<file path="src/design/sfot_pkg.sv">
// constants for the sync filter and output timing block
// assumes one pixel-rate clock and a plain register port with 8-bit addresses
package sfot_pkg;
   // ==========================================================
   // register offsets
   localparam logic [7:0] ADDR_FILTER = 8'h21;
   localparam logic [7:0] ADDR_VDUR = 8'h22;
   localparam logic [7:0] ADDR_HWIDTH = 8'h23;
   localparam logic [7:0] ADDR_POL = 8'h24;
   localparam logic [7:0] ADDR_CLKMODE = 8'h25;
   // ==========================================================
   // reset values
   localparam logic [7:0] RST_FILTER = 8'hCC;
   localparam logic [7:0] RST_VDUR = 8'h04;
   localparam logic [7:0] RST_HWIDTH = 8'h20;
   localparam logic [7:0] RST_POL = 8'hFE;
   localparam logic [7:0] RST_CLKMODE = 8'h70;
   localparam logic [7:0] CLKMODE_MASK = 8'hFC; // low two bits read as zero
   // ==========================================================
   // field positions
   localparam int B_SP_FILT = 7;
   localparam int B_PLL_FILT = 6;
   localparam int B_VFILT = 5;
   localparam int B_VDUR = 4;
   localparam int B_OFS_MODE = 3;
   localparam int B_OFS_LEN = 2;
   localparam int B_HS_POL = 7;
   localparam int B_VS_POL = 6;
   localparam int B_DE_POL = 5;
   localparam int B_FLD_POL = 4;
   localparam int B_SOG_POL = 3;
   localparam int B_SOG_SEL = 1;
   localparam int B_CLK_INV = 0;
   localparam int B_CLK_SEL = 6;
   localparam int B_OMODE = 2;
   // ==========================================================
   // timing counts in pixel clocks
   localparam logic [4:0] OFS_DELAY_SHORT = 5'h0A;
   localparam logic [4:0] OFS_DELAY_LONG = 5'h10;
   localparam logic [4:0] OFS_SAMPLE_LEN = 5'h06;
   // ==========================================================
   // selector codes
   localparam logic [1:0] SOG_SEL_GREEN = 2'h0;
   localparam logic [1:0] SOG_SEL_RAW = 2'h1;
   localparam logic [1:0] SOG_SEL_REGEN = 2'h2;
   localparam logic [1:0] SOG_SEL_PLL = 2'h3;
   localparam logic [1:0] CLK_SEL_HALF = 2'h0;
   localparam logic [1:0] CLK_SEL_1X = 2'h1;
   localparam logic [1:0] CLK_SEL_2X = 2'h2;
   localparam logic [1:0] CLK_SEL_90 = 2'h3;
   localparam logic [1:0] OMODE_444 = 2'h0;
   localparam logic [1:0] OMODE_422 = 2'h1;
   localparam logic [1:0] OMODE_DDR444 = 2'h2;
   typedef enum logic [1:0] {OFS_IDLE, OFS_WAIT, OFS_SAMPLE} sfot_ofs_state_t;
endpackage

</file>
<file path="src/design/sfot_hsync_gen.sv">
// output hsync pulse generator: fixed width pulse per trigger
// assumes trigger is a one-cycle pulse on the same clock
`timescale 1ns/1ps
`default_nettype none
module sfot_hsync_gen (
   input wire logic clk_in,
   input wire logic srst_in,
   input wire logic trig_in,
   input wire logic [7:0] width_in,
   output logic active_out
);
   typedef struct packed {
      logic active;
      logic [7:0] cnt;
   } sfot_hg_state_t;
   sfot_hg_state_t s_q, s_d;

   // ==========================================================
   // pulse counter; a trigger inside a running pulse is ignored
   always_comb begin
      s_d = s_q;
      if (!s_q.active) begin
         if (trig_in && (width_in != 8'h00)) begin
            s_d.active = 1'b1;
            s_d.cnt = width_in;
         end
      end else if (s_q.cnt <= 8'h01) begin
         s_d.active = 1'b0;
         s_d.cnt = 8'h00;
      end else begin
         s_d.cnt = s_q.cnt - 8'h01;
      end
   end

   always_ff @(posedge clk_in) begin
      if (srst_in) begin
         s_q <= '0;
      end else begin
         s_q <= s_d;
      end
   end

   assign active_out = s_q.active;

   a_hs_width: assert property (@(posedge clk_in) disable iff (srst_in)
      (trig_in && !s_q.active && width_in == 8'h05) |=> s_q.active[*5] ##1 !s_q.active)
      else $error("hsync pulse width wrong");
endmodule // sfot_hsync_gen
`default_nettype wire

</file>
<file path="src/design/sfot_top.sv">
// sync filtering and output formatting for a dual-path video receiver
// assumes pins are asynchronous, other sync sources come from on-chip logic
//
// The implementer's own choice: the address-and-strobe port.
`timescale 1ns/1ps
`default_nettype none
module sfot_top (
   input wire logic clk_in,
   input wire logic srst_in,
   input wire logic [7:0] reg_addr_in,
   input wire logic [7:0] reg_wdata_in,
   input wire logic reg_wr_in,
   input wire logic reg_rd_in,
   output logic [7:0] reg_rdata_out,
   input wire logic horizontal_sync_in_a,
   input wire logic horizontal_sync_in_b,
   input wire logic green_channel_sync_in_a,
   input wire logic green_channel_sync_in_b,
   input wire logic input_sel_in,
   input wire logic digital_path_in,
   input wire logic hsync_filtered_in,
   input wire logic hsync_regen_in,
   input wire logic vsync_in,
   input wire logic de_in,
   input wire logic field_in,
   input wire logic clamp_in,
   input wire logic [1:0] pix_rep_in,
   input wire logic [23:0] pixel_in,
   output logic pll_hsync_out,
   output logic coast_hsync_out,
   output logic hsync_out,
   output logic vsync_out,
   output logic de_out,
   output logic field_out,
   output logic green_channel_sync_out,
   output logic offset_sample_out,
   output logic clk_out,
   output logic [23:0] data_out,
   output logic [7:0] blue_ddr_out
);
   typedef struct packed {
      logic [7:0] r_filt;
      logic [7:0] r_vdur;
      logic [7:0] r_hwid;
      logic [7:0] r_pol;
      logic [7:0] r_clk;
      logic [7:0] rdata;
      logic [3:0] pin_m;
      logic [3:0] pin_s;
      logic sp_prev;
      logic pll_prev;
      logic [1:0] vf_cnt;
      logic vf;
      logic vsel_prev;
      logic vd_act;
      logic [7:0] vd_cnt;
      sfot_pkg::sfot_ofs_state_t ofs_st;
      logic [4:0] ofs_cnt;
      logic clamp_prev;
      logic ofs_sample;
      logic [1:0] rep_cnt;
      logic [2:0] ph;
      logic clk_o;
      logic pll_hs;
      logic coast_hs;
      logic hs_o;
      logic vs_o;
      logic de_o;
      logic fld_o;
      logic sog_o;
      logic c_sel;
      logic [23:0] dat_o;
      logic [7:0] blue_o;
   } sfot_state_t;
   sfot_state_t s_q, s_d;

   logic hs_act;
   logic raw_hs;
   logic sog_in;
   logic sp_hs;
   logic pll_src;
   logic sp_edge;
   logic pll_edge;
   logic vsel;
   logic v_act;
   logic sog_act;
   logic clk_raw;
   logic ce_1x;

   // applies an active-high level to a pin of chosen polarity
   function automatic logic sfot_pol(input logic act, input logic pol);
      sfot_pol = pol ? act : ~act;
   endfunction

   // ==========================================================
   // hsync output pulse, triggered on the PLL hsync leading edge
   sfot_hsync_gen u_hsync_gen (
      .clk_in(clk_in),
      .srst_in(srst_in),
      .trig_in(pll_edge),
      .width_in(s_q.r_hwid),
      .active_out(hs_act)
   );

   // ==========================================================
   // source selection; the pin sources are read straight from the second sync stage, the on-chip sources directly
   always_comb begin
      raw_hs = input_sel_in ? s_q.pin_s[1] : s_q.pin_s[0];
      sog_in = input_sel_in ? s_q.pin_s[3] : s_q.pin_s[2];
      sp_hs = s_q.r_filt[sfot_pkg::B_SP_FILT] ? hsync_regen_in : raw_hs;
      pll_src = s_q.r_filt[sfot_pkg::B_PLL_FILT] ? hsync_filtered_in : raw_hs;
      sp_edge = sp_hs && !s_q.sp_prev;
      pll_edge = pll_src && !s_q.pll_prev;
      vsel = s_q.r_filt[sfot_pkg::B_VFILT] ? s_q.vf : vsync_in;
      v_act = s_q.r_filt[sfot_pkg::B_VDUR] ? s_q.vd_act : vsel;
      unique case (s_q.r_pol[sfot_pkg::B_SOG_SEL +: 2])
         sfot_pkg::SOG_SEL_GREEN: sog_act = sog_in;
         sfot_pkg::SOG_SEL_RAW: sog_act = raw_hs;
         sfot_pkg::SOG_SEL_REGEN: sog_act = hsync_regen_in;
         sfot_pkg::SOG_SEL_PLL: sog_act = pll_src;
      endcase
      unique case (s_q.r_clk[sfot_pkg::B_CLK_SEL +: 2])
         sfot_pkg::CLK_SEL_HALF: clk_raw = s_q.ph[2];
         sfot_pkg::CLK_SEL_1X: clk_raw = s_q.ph[1];
         sfot_pkg::CLK_SEL_2X: clk_raw = s_q.ph[0];
         sfot_pkg::CLK_SEL_90: clk_raw = s_q.ph[1] ^ s_q.ph[0];
      endcase
      ce_1x = (s_q.rep_cnt == pix_rep_in);
   end

   // ==========================================================
   // next-state logic for the whole block
   always_comb begin
      s_d = s_q;
      // register writes; every bit is kept except the two low bits of the clock mode register
      if (reg_wr_in) begin
         unique case (reg_addr_in)
            sfot_pkg::ADDR_FILTER: s_d.r_filt = reg_wdata_in;
            sfot_pkg::ADDR_VDUR: s_d.r_vdur = reg_wdata_in;
            sfot_pkg::ADDR_HWIDTH: s_d.r_hwid = reg_wdata_in;
            sfot_pkg::ADDR_POL: s_d.r_pol = reg_wdata_in;
            sfot_pkg::ADDR_CLKMODE: s_d.r_clk = reg_wdata_in & sfot_pkg::CLKMODE_MASK;
            default: s_d.rdata = s_q.rdata;
         endcase
      end
      // read data stands one cycle after the strobe only
      s_d.rdata = 8'h00;
      if (reg_rd_in) begin
         unique case (reg_addr_in)
            sfot_pkg::ADDR_FILTER: s_d.rdata = s_q.r_filt;
            sfot_pkg::ADDR_VDUR: s_d.rdata = s_q.r_vdur;
            sfot_pkg::ADDR_HWIDTH: s_d.rdata = s_q.r_hwid;
            sfot_pkg::ADDR_POL: s_d.rdata = s_q.r_pol;
            sfot_pkg::ADDR_CLKMODE: s_d.rdata = s_q.r_clk;
            default: s_d.rdata = 8'h00;
         endcase
      end
      // two-stage synchronisers for the sync pins
      s_d.pin_m = {green_channel_sync_in_b, green_channel_sync_in_a,
                   horizontal_sync_in_b, horizontal_sync_in_a};
      s_d.pin_s = s_q.pin_m;
      s_d.sp_prev = sp_hs;
      s_d.pll_prev = pll_src;
      s_d.pll_hs = pll_src;
      s_d.coast_hs = sp_hs;

      // vsync filter: open on the second hsync edge inside vsync,
      // close on the first hsync edge after it, so timing is fixed
      if (!vsync_in) begin
         s_d.vf_cnt = 2'h0;
         if (sp_edge) begin
            s_d.vf = 1'b0;
         end
      end else if (sp_edge) begin
         if (s_q.vf_cnt == 2'h1) begin
            s_d.vf = 1'b1;
         end
         if (s_q.vf_cnt != 2'h2) begin
            s_d.vf_cnt = s_q.vf_cnt + 2'h1;
         end
      end

      // duration block: a fresh vsync start runs for r_vdur lines
      s_d.vsel_prev = vsel;
      if (vsel && !s_q.vsel_prev && (s_q.r_vdur != 8'h00)) begin
         s_d.vd_act = 1'b1;
         s_d.vd_cnt = s_q.r_vdur;
      end else if (s_q.vd_act && sp_edge) begin
         if (s_q.vd_cnt <= 8'h01) begin
            s_d.vd_act = 1'b0;
            s_d.vd_cnt = 8'h00;
         end else begin
            s_d.vd_cnt = s_q.vd_cnt - 8'h01;
         end
      end

      // auto-offset sample window
      s_d.clamp_prev = clamp_in;
      if (!s_q.r_filt[sfot_pkg::B_OFS_MODE]) begin
         s_d.ofs_st = sfot_pkg::OFS_IDLE;
         s_d.ofs_cnt = 5'h00;
         s_d.ofs_sample = clamp_in;
      end else begin
         unique case (s_q.ofs_st)
            sfot_pkg::OFS_IDLE: begin
               s_d.ofs_sample = 1'b0;
               if (s_q.clamp_prev && !clamp_in) begin
                  s_d.ofs_st = sfot_pkg::OFS_WAIT;
                  s_d.ofs_cnt = 5'h00;
               end
            end
            sfot_pkg::OFS_WAIT: begin
               s_d.ofs_cnt = s_q.ofs_cnt + 5'h01;
               // delay counted from the end of clamp
               if (s_q.ofs_cnt == (s_q.r_filt[sfot_pkg::B_OFS_LEN] ?
                     sfot_pkg::OFS_DELAY_LONG : sfot_pkg::OFS_DELAY_SHORT) - 5'h01) begin
                  s_d.ofs_st = sfot_pkg::OFS_SAMPLE;
                  s_d.ofs_cnt = 5'h00;
                  s_d.ofs_sample = 1'b1;
               end
            end
            sfot_pkg::OFS_SAMPLE: begin
               s_d.ofs_cnt = s_q.ofs_cnt + 5'h01;
               if (s_q.ofs_cnt == sfot_pkg::OFS_SAMPLE_LEN - 5'h01) begin
                  s_d.ofs_st = sfot_pkg::OFS_IDLE;
                  s_d.ofs_cnt = 5'h00;
                  s_d.ofs_sample = 1'b0;
               end
            end
            default: begin
               s_d.ofs_st = sfot_pkg::OFS_IDLE;
               s_d.ofs_sample = 1'b0;
            end
         endcase
      end

      // output clock: repetition divider gives the 1x enable,
      // a phase counter makes the derived rates
      if (ce_1x) begin
         s_d.rep_cnt = 2'h0;
         s_d.ph = s_q.ph + 3'h1;
      end else begin
         s_d.rep_cnt = s_q.rep_cnt + 2'h1;
      end
      s_d.clk_o = clk_raw ^ s_q.r_pol[sfot_pkg::B_CLK_INV];

      // polarity of the sync outputs
      s_d.hs_o = sfot_pol(hs_act, s_q.r_pol[sfot_pkg::B_HS_POL]);
      s_d.vs_o = sfot_pol(v_act, s_q.r_pol[sfot_pkg::B_VS_POL]);
      s_d.de_o = sfot_pol(de_in, s_q.r_pol[sfot_pkg::B_DE_POL]);
      s_d.fld_o = sfot_pol(field_in, s_q.r_pol[sfot_pkg::B_FLD_POL]);
      // digital path leaves the green sync pin active high
      s_d.sog_o = digital_path_in ? sog_act :
                  sfot_pol(sog_act, s_q.r_pol[sfot_pkg::B_SOG_POL]);

      // pin mode; pixel is {Cr, Y, Cb}, chroma alternates per pixel
      s_d.c_sel = ~s_q.c_sel;
      unique case (s_q.r_clk[sfot_pkg::B_OMODE +: 2])
         sfot_pkg::OMODE_422: begin
            s_d.dat_o = {pixel_in[15:8], s_q.c_sel ? pixel_in[23:16] : pixel_in[7:0], 8'h00};
            s_d.blue_o = s_q.ph[0] ? pixel_in[15:8] : s_d.dat_o[15:8];
         end
         sfot_pkg::OMODE_DDR444: begin
            s_d.dat_o = {s_q.ph[0] ? pixel_in[23:12] : pixel_in[11:0], 12'h000};
            s_d.blue_o = s_q.ph[0] ? pixel_in[15:8] :
                         (s_q.c_sel ? pixel_in[23:16] : pixel_in[7:0]);
         end
         default: begin
            // code 11 is not a pixel mode here, treated as normal
            s_d.dat_o = pixel_in;
            s_d.blue_o = 8'h00;
         end
      endcase
   end

   // ==========================================================
   // state register
   always_ff @(posedge clk_in) begin
      if (srst_in) begin
         s_q <= '0;
         s_q.r_filt <= sfot_pkg::RST_FILTER;
         s_q.r_vdur <= sfot_pkg::RST_VDUR;
         s_q.r_hwid <= sfot_pkg::RST_HWIDTH;
         s_q.r_pol <= sfot_pkg::RST_POL;
         s_q.r_clk <= sfot_pkg::RST_CLKMODE;
         s_q.ofs_st <= sfot_pkg::OFS_IDLE;
      end else begin
         s_q <= s_d;
      end
   end

   // ==========================================================
   // outputs, all straight from the state register
   assign reg_rdata_out = s_q.rdata;
   assign pll_hsync_out = s_q.pll_hs;
   assign coast_hsync_out = s_q.coast_hs;
   assign hsync_out = s_q.hs_o;
   assign vsync_out = s_q.vs_o;
   assign de_out = s_q.de_o;
   assign field_out = s_q.fld_o;
   assign green_channel_sync_out = s_q.sog_o;
   assign offset_sample_out = s_q.ofs_sample;
   assign clk_out = s_q.clk_o;
   assign data_out = s_q.dat_o;
   assign blue_ddr_out = s_q.blue_o;

   // ==========================================================
   // checks
   a_pll_source: assert property (@(posedge clk_in) disable iff (srst_in)
      s_q.r_filt[sfot_pkg::B_PLL_FILT] && !reg_wr_in |=> pll_hsync_out == $past(hsync_filtered_in))
      else $error("pll hsync not from filtered source");
   a_vfilt_start: assert property (@(posedge clk_in) disable iff (srst_in)
      $rose(s_q.vf) |-> $past(sp_edge) && $past(s_q.vf_cnt) == 2'h1)
      else $error("vsync filter opened off the second edge");
   a_vdur_start: assert property (@(posedge clk_in) disable iff (srst_in)
      (vsel && !s_q.vsel_prev && s_q.r_vdur == 8'h02) |=> s_q.vd_act && s_q.vd_cnt == 8'h02)
      else $error("duration block did not start");
   a_ofs_clamp: assert property (@(posedge clk_in) disable iff (srst_in)
      !s_q.r_filt[sfot_pkg::B_OFS_MODE] && !reg_wr_in |=> offset_sample_out == $past(clamp_in))
      else $error("sample does not follow clamp");
   a_ofs_short: assert property (@(posedge clk_in) disable iff (srst_in)
      (s_q.clamp_prev && !clamp_in && s_q.ofs_st == sfot_pkg::OFS_IDLE && !reg_wr_in
       && s_q.r_filt[sfot_pkg::B_OFS_MODE] && !s_q.r_filt[sfot_pkg::B_OFS_LEN])
      |-> ##10 !offset_sample_out ##1 offset_sample_out[*6] ##1 !offset_sample_out)
      else $error("short post-clamp window wrong");
   a_ofs_long: assert property (@(posedge clk_in) disable iff (srst_in)
      (s_q.clamp_prev && !clamp_in && s_q.ofs_st == sfot_pkg::OFS_IDLE && !reg_wr_in
       && s_q.r_filt[sfot_pkg::B_OFS_MODE] && s_q.r_filt[sfot_pkg::B_OFS_LEN])
      |-> ##16 !offset_sample_out ##1 offset_sample_out[*6] ##1 !offset_sample_out)
      else $error("long post-clamp window wrong");
   a_hs_polarity: assert property (@(posedge clk_in) disable iff (srst_in)
      !reg_wr_in |=> hsync_out == ($past(hs_act) ~^ $past(s_q.r_pol[sfot_pkg::B_HS_POL])))
      else $error("hsync polarity wrong");
   a_sog_select: assert property (@(posedge clk_in) disable iff (srst_in)
      (s_q.r_pol[2:1] == sfot_pkg::SOG_SEL_REGEN && s_q.r_pol[sfot_pkg::B_SOG_POL] && !reg_wr_in)
      |=> green_channel_sync_out == $past(hsync_regen_in))
      else $error("green sync source wrong");
   a_pix_normal: assert property (@(posedge clk_in) disable iff (srst_in)
      (s_q.r_clk[3:2] == sfot_pkg::OMODE_444 && !reg_wr_in) |=> data_out == $past(pixel_in))
      else $error("normal mode data wrong");
endmodule // sfot_top
`default_nettype wire

</file>
<file path="config.mk">
export PLATFORM = sky130hd
export DESIGN_NAME = sfot_top
export DESIGN_NICKNAME = d
export VERILOG_FILES = /design/src/design/sfot_pkg.sv /design/src/design/sfot_hsync_gen.sv /design/src/design/sfot_top.sv
export SDC_FILE = /design/constraint.sdc
export NUM_CORES = 1
export LEC_CHECK = 0
export BUFFER_PORTS_ARGS = -buffer_cell sky130_fd_sc_hd__buf_2
export CAP_MARGIN = 20
export CORE_AREA = 3 3 106 108
export DETAILED_ROUTE_END_ITERATION = 7
export DIE_AREA = 0 0 109 111
export PLACE_DENSITY = 0.92
export SKIP_LAST_GASP = 1
export SLEW_MARGIN = 15
export SYNTH_ARGS = -nofsm -noshare
export SYNTH_HDL_FRONTEND = slang
export SYNTH_SLANG_ARGS = --single-unit
</file>
<file path="constraint.sdc">
create_clock -name clk_in -period 4.3 [get_ports clk_in]
set_clock_uncertainty 0.05 [all_clocks]
set_input_delay 0.215 -clock clk_in [delete_from_list [all_inputs] [get_ports clk_in]]
set_output_delay 0.215 -clock clk_in [all_outputs]
set_load 0.05 [all_outputs]
</file>
======== After elaboration in Yosys (flattened, before gate mapping) ========
Index checks and enable logic that the tools add are counted.
word-level totals
  register bits after elaboration ......... 131
  word-level logic and storage cells ...... 154
operators by class
  add/subtract/negate cells ............... 7
  magnitude comparators ................... 2
  eq/ne operators ......................... 26
  muxes and demuxes ....................... 41
  bitwise operators ....................... 11
  reductions and logical operators ........ 35
operators with widths
  cell                                                                              count
  32-bit one-hot mux with 2 select lines                                            1
  8-bit by 6-bit equality test with 1-bit output, second input constant             5
  8-bit one-hot mux with 5 select lines                                             1
  9-bit 2-to-1 mux                                                                  4
  8-bit 2-to-1 mux                                                                  4
  1-bit 2-to-1 mux                                                                  21
  7-bit 2-to-1 mux                                                                  3
  2-bit AND reduction                                                               10
  8-bit by 1-bit less-or-equal comparator with 1-bit output, second input constant  2
  8-bit nonzero test                                                                2
  8-bit by 1-bit subtractor with 8-bit output, second input constant                2
  5-bit one-hot mux with 3 select lines                                             1
  2-bit equality test, second input constant                                        6
  12-bit 2-to-1 mux                                                                 1
  2-bit by 1-bit equality test with 1-bit output, second input constant             5
  1-bit inverter                                                                    9
  2-bit inequality test, second input constant                                      4
  1-bit one-hot mux with 4 select lines                                             2
  2-bit OR reduction                                                                4
  1-bit logical AND                                                                 7
  2-bit zero test                                                                   3
  3-bit inequality test, second input constant                                      2
  2-bit one-hot mux with 3 select lines                                             1
  2-bit nonzero test                                                                3
  other kinds (14)                                                                  19

======== Longest topological paths before layout ========
  depth in word-level cells ............... 6
  gate-level depth with buffers ........... 7
  mapped depth without buffers ............ 7

======== Cells and area by module ========
A second synthesis with hierarchy kept.
unflattened totals
  cells, all modules ...................... 659
  area, all modules ....................... 6178.4 µm²
by module, submodules not included
  module          instances  cells an instance  area each (µm²)
  sfot_top        1          588                5526.6
  sfot_hsync_gen  1          71                 651.9

======== Worst setup path after synthesis ========
OpenSTA, ideal clock, no wires.
  path type ............................... register -> register
  from .................................... register s_q[55] (netlist bit)
  to ...................................... register s_q[61] (netlist bit)
  setup time .............................. 74 ps
  arrival time ............................ 1815 ps
  setup slack ............................. 2361 ps
  stages on the path, launching flop included .. 8
  buffers on the path ..................... 1
  cells stage by stage .................... dfxtp_1 -> inv_1 -> ha_1 -> o211a_1 -> buf_2 -> or2_1 -> or4_1 -> a31oi_1
on the way
  word-level cells in the longest chain between the ends .. 4
  elaborated cells between the ends (all ways) .. 5
  those cells by class .................... 1 x add/sub; 1 x order compare; 3 x mux
ends and longest elaborated chain
  what                                                                                                                             RTL line                          text
  from (decl)                                                                                                                      sfot_top.sv:75                    sfot_state_t s_q, s_d;
  8-bit by 1-bit subtractor with 8-bit output / 8-bit by 1-bit less-or-equal comparator with 1-bit output (equally long branches)  sfot_top.sv:193, sfot_top.sv:189
  8-bit 2-to-1 mux (*)                                                                                                             sfot_top.sv:189                   if (s_q.vd_cnt <= 8'h01) begin
  9-bit 2-to-1 mux (*)                                                                                                             sfot_top.sv:188                   end else if (s_q.vd_act && sp_edge) begin
  9-bit 2-to-1 mux (*)                                                                                                             sfot_top.sv:185                   if (vsel && !s_q.vsel_prev && (s_q.r_vdur != 8'h00)) begin
Mark *: on every way between the ends. The rest lies on a longest branch, timed or not. The select of a mux whose other input is x is not followed.
A chain may end at the register's enable or synchronous reset.

======== Final worst setup path ========
  from .................................... register s_q[88] (netlist bit)
  to ...................................... register s_q (netlist bit data_out[22])
on the way
  word-level cells in the longest chain between the ends .. 2
  elaborated cells between the ends (all ways) .. 3
  those cells by class .................... 2 x eq/ne; 1 x mux
ends and longest elaborated chain
  what                                                                                          RTL line         text
  2-bit equality test / 2-bit by 1-bit equality test with 1-bit output (equally long branches)  sfot_top.sv:258  unique case (s_q.r_clk[sfot_pkg::B_OMODE +: 2])
  32-bit one-hot mux with 2 select lines (*)                                                    sfot_top.sv:258
Mark *: on every way between the ends. The rest lies on a longest branch, timed or not.

==> results_dict.tcl <==
set metrics [dict create \
    outcome "finished, final reports clean" \
    fin_hold_ws_ps 14.8 \
    slowest_stage "nor3_1" \
    netlist_top_cells_count "dfxtp_1 (131), nor2_1 (89), buf_4 (43)" \
    grt_max_degree 49 \
    htree_levels 4 \
    p_total_mw 3.01 \
    drive_above_1_share 0.196 \
    hold_path_class "in2reg" \
    min_from "reg_wdata_in[3]" \
    vias 5633 \
    path_cells "inv_1, ha_1, nor3_1, nand2_1, o21ai_0, dlygate4sd3_1" \
    finish.instance_area_um2 7370 \
    synth_area_leaders "dfxtp_1 (43%), mux2i_1 (6.7%), nor2_1 (5.4%)" \
    firstDrtPassIters 8 \
    yosys.area.top_type_share 0.426 \
    crit_arrival_ps 3220 \
    row_count 37 \
    critical_path_peak_fanout 12 \
    post-synth-top-count-cell "dfxtp_1" \
    slew_headroom 0.348 \
    antenna_found_initial 1 \
    cp-end-kind "flop" \
    cts_tree "built" \
    syn-mean-instance-area_um2 9.02 \
    switching_share 0.280 \
    synthFlopType "dfxtp_1" \
    crit_type "reg2reg" \
    cts_root_buf "clkbuf_8" \
    die_h_um 111 \
    dp_slack_ps 1700 \
    dp.cells 854 \
    p_comb_frac 0.129 \
    maxSlewViolCount 0 \
    first_global_vias 5540 \
    r2r-start "s_q[88]" \
    detailed_place_hpwl_mm 10.5 \
    post_cts_resized 0 \
    cts.sinks 131 \
    gr-usage-all-layers 0.290 \
    async_flop_share 0 \
    via_per_inst 6.06 \
    syn_inst 683 \
    setup_tns_ps 0 \
    drt_iter0_markers 857 \
    min_period_over_period 0.649 \
    syn-num-nets 756 \
    cts_buffers 17 \
    hold_viol_final 0 \
    ys_warn_count 0 \
    path_buf_inv 2 \
    synthesis.area_um2 6160 \
    internal_power_mw 2.17 \
    powerDensity_nw_per_um2 409 \
    drc 0 \
    fin_crit_ps 2790 \
    clk_pin_slew_ps 70 \
    yosys_register_bits 131 \
    cts_buffer_depth 2 \
    num-nets-final 852 \
    leakage_nw 3.01 \
    syn_to_final_growth_pct 19.6 \
    post_dp_cell_area_um2 6410 \
    p_sw_mw 0.844 \
    fmax_ghz 0.358 \
    clkLatencyLatePin_ps 540 \
    p_seq_frac 0.433 \
    core_um2 10300 \
    synth-seq-area-share 0.426 \
    utilization 0.714 \
    grt_pass1_wl_mm 27.5 \
    die_w_um 109 \
    crit_family "simple AND/OR/NAND/NOR gates" \
    portBuffers 106 \
    overflow 0 \
    layout_setup_ws_ps 1510 \
    ios 107 \
    die_area_um2 12100 \
    ir_worst_vdd_uv 258 \
    critPathLaunch "s_q[88]" \
    wl_mm 17.3 \
    clkPwrFrac 0.438 \
    synth_edf_count 0 \
    worst_pin_slew_ps 971 \
    rsz0062_at_grt "false" \
    crit_required_ps 4730 \
    yosysTopAreaCell "dfxtp_1" \
    wl_per_cell_um 18.7 \
    finalWeightedCongestion 0.920 \
    start_util 0.597 \
    antenna_left 0 \
    start_kind "flop" \
    slowest_delay_ps 850 \
    yosysUniqueCellTypes 61 \
    setup_viol 0 \
    layout.cells.non_filler 929 \
    cap_violations 0 \
]
-- layer usage --
metal  global-route usage  wire length [µm]
met4                0.163              1010
met1                0.334              6440
met2                0.478              8320
met3               0.0763              1530
met5                    0                34
-- worst reg2reg max path, cell delays in order (launching register included) --
cell and delay, ps:
dfxtp_1 400, inv_1 80, ha_1 470, nor3_1 850, nand2_1 130, o21ai_0 150, dlygate4sd3_1 610
-- flip-flops by register name (all words and copies together) (netlist names) --
name,flops
coast_hsync_out,1
u_hsync_gen.s_q,8
data_out,24
u_hsync_gen.active_out,1
reg_rdata_out,8
offset_sample_out,1
blue_ddr_out,8
de_out,1
s_d,4
s_q,69
clk_out,1
green_channel_sync_out,1
vsync_out,1
field_out,1
hsync_out,1
pll_hsync_out,1
-- cell usage in the layout (no fill, tap or decap), types with 5 or more instances in the layout --
| master | n |
|---|---|
| nand2b_1 | 10 |
| nand2_1 | 39 |
| mux2i_1 | 41 |
| dlygate4sd3_1 | 41 |
| inv_1 | 31 |
| dfxtp_1 | 131 |
| a22oi_1 | 8 |
| and2_1 | 10 |
| nor4_1 | 7 |
| nor3_1 | 18 |
| a211o_1 | 16 |
| buf_2 | 106 |
| nor2_1 | 89 |
| xor2_1 | 8 |
| clkbuf_16 | 16 |
| a22o_1 | 12 |
| a21oi_1 | 33 |
| a31oi_1 | 5 |
| xnor2_1 | 7 |
| mux2_2 | 7 |
| or3_1 | 5 |
| o21ai_0 | 18 |
| ha_1 | 15 |
| a211oi_1 | 7 |
| o21ai_1 | 12 |
| nand3_1 | 6 |
| nor2b_1 | 20 |
-- final timing paths --
kind	slack [ps]	depth (start not counted)	to
hold reg to reg	390	1	s_q[72]
setup / recovery	1510	6	data_out[22]
hold / removal	10	3	s_q[113]
setup reg to reg	1510	6	data_out[22]
-- logic make-up (layout without fill, tap and decap cells) --
| logic type | Yosys count | in the layout | share of synthesized area |
|---|---|---|---|
| simple gates | 226 | 226 | 0.182 |
| xor+xnor | 15 | 15 | 0.0213 |
| other cells | 0 | 2 | 0 |
| compound gates | 142 | 142 | 0.158 |
| fa+ha+maj | 15 | 15 | 0.0305 |
| flops | 131 | 131 | 0.426 |
| buf+inv | 103 | 211 | 0.0936 |
| mux | 51 | 51 | 0.0891 |
-- power by group through the flow --
stage          Clock (mW)  Sequential (mW)  Combinational (mW)
2_1_floorplan           0             1.31               0.268
3_3_place_gp            0             1.32               0.327
6_report             1.32             1.30               0.389
3_5_place_dp            0             1.32               0.342
4_1_cts              1.31             1.30               0.375
5_1_grt              1.38             1.31               0.416
-- repair_timing --
action | in CTS | in global routing
hold buffers | 41 | 0
hold endpoints to repair | 60 | 0
buffers inserted | 0 | 0
-- area by class of cell --
cell class                 count  area [µm²]
tap                          136         170
multi-input combinational    449        2960
inverter                      31         116
clock inverter                12         110
sequential                   131        2620
clock buffer                  19         422
timing repair buffer         149         960
antenna                        2        5.00
fill                         651        2960
Power figures use the tool's default switching activity.
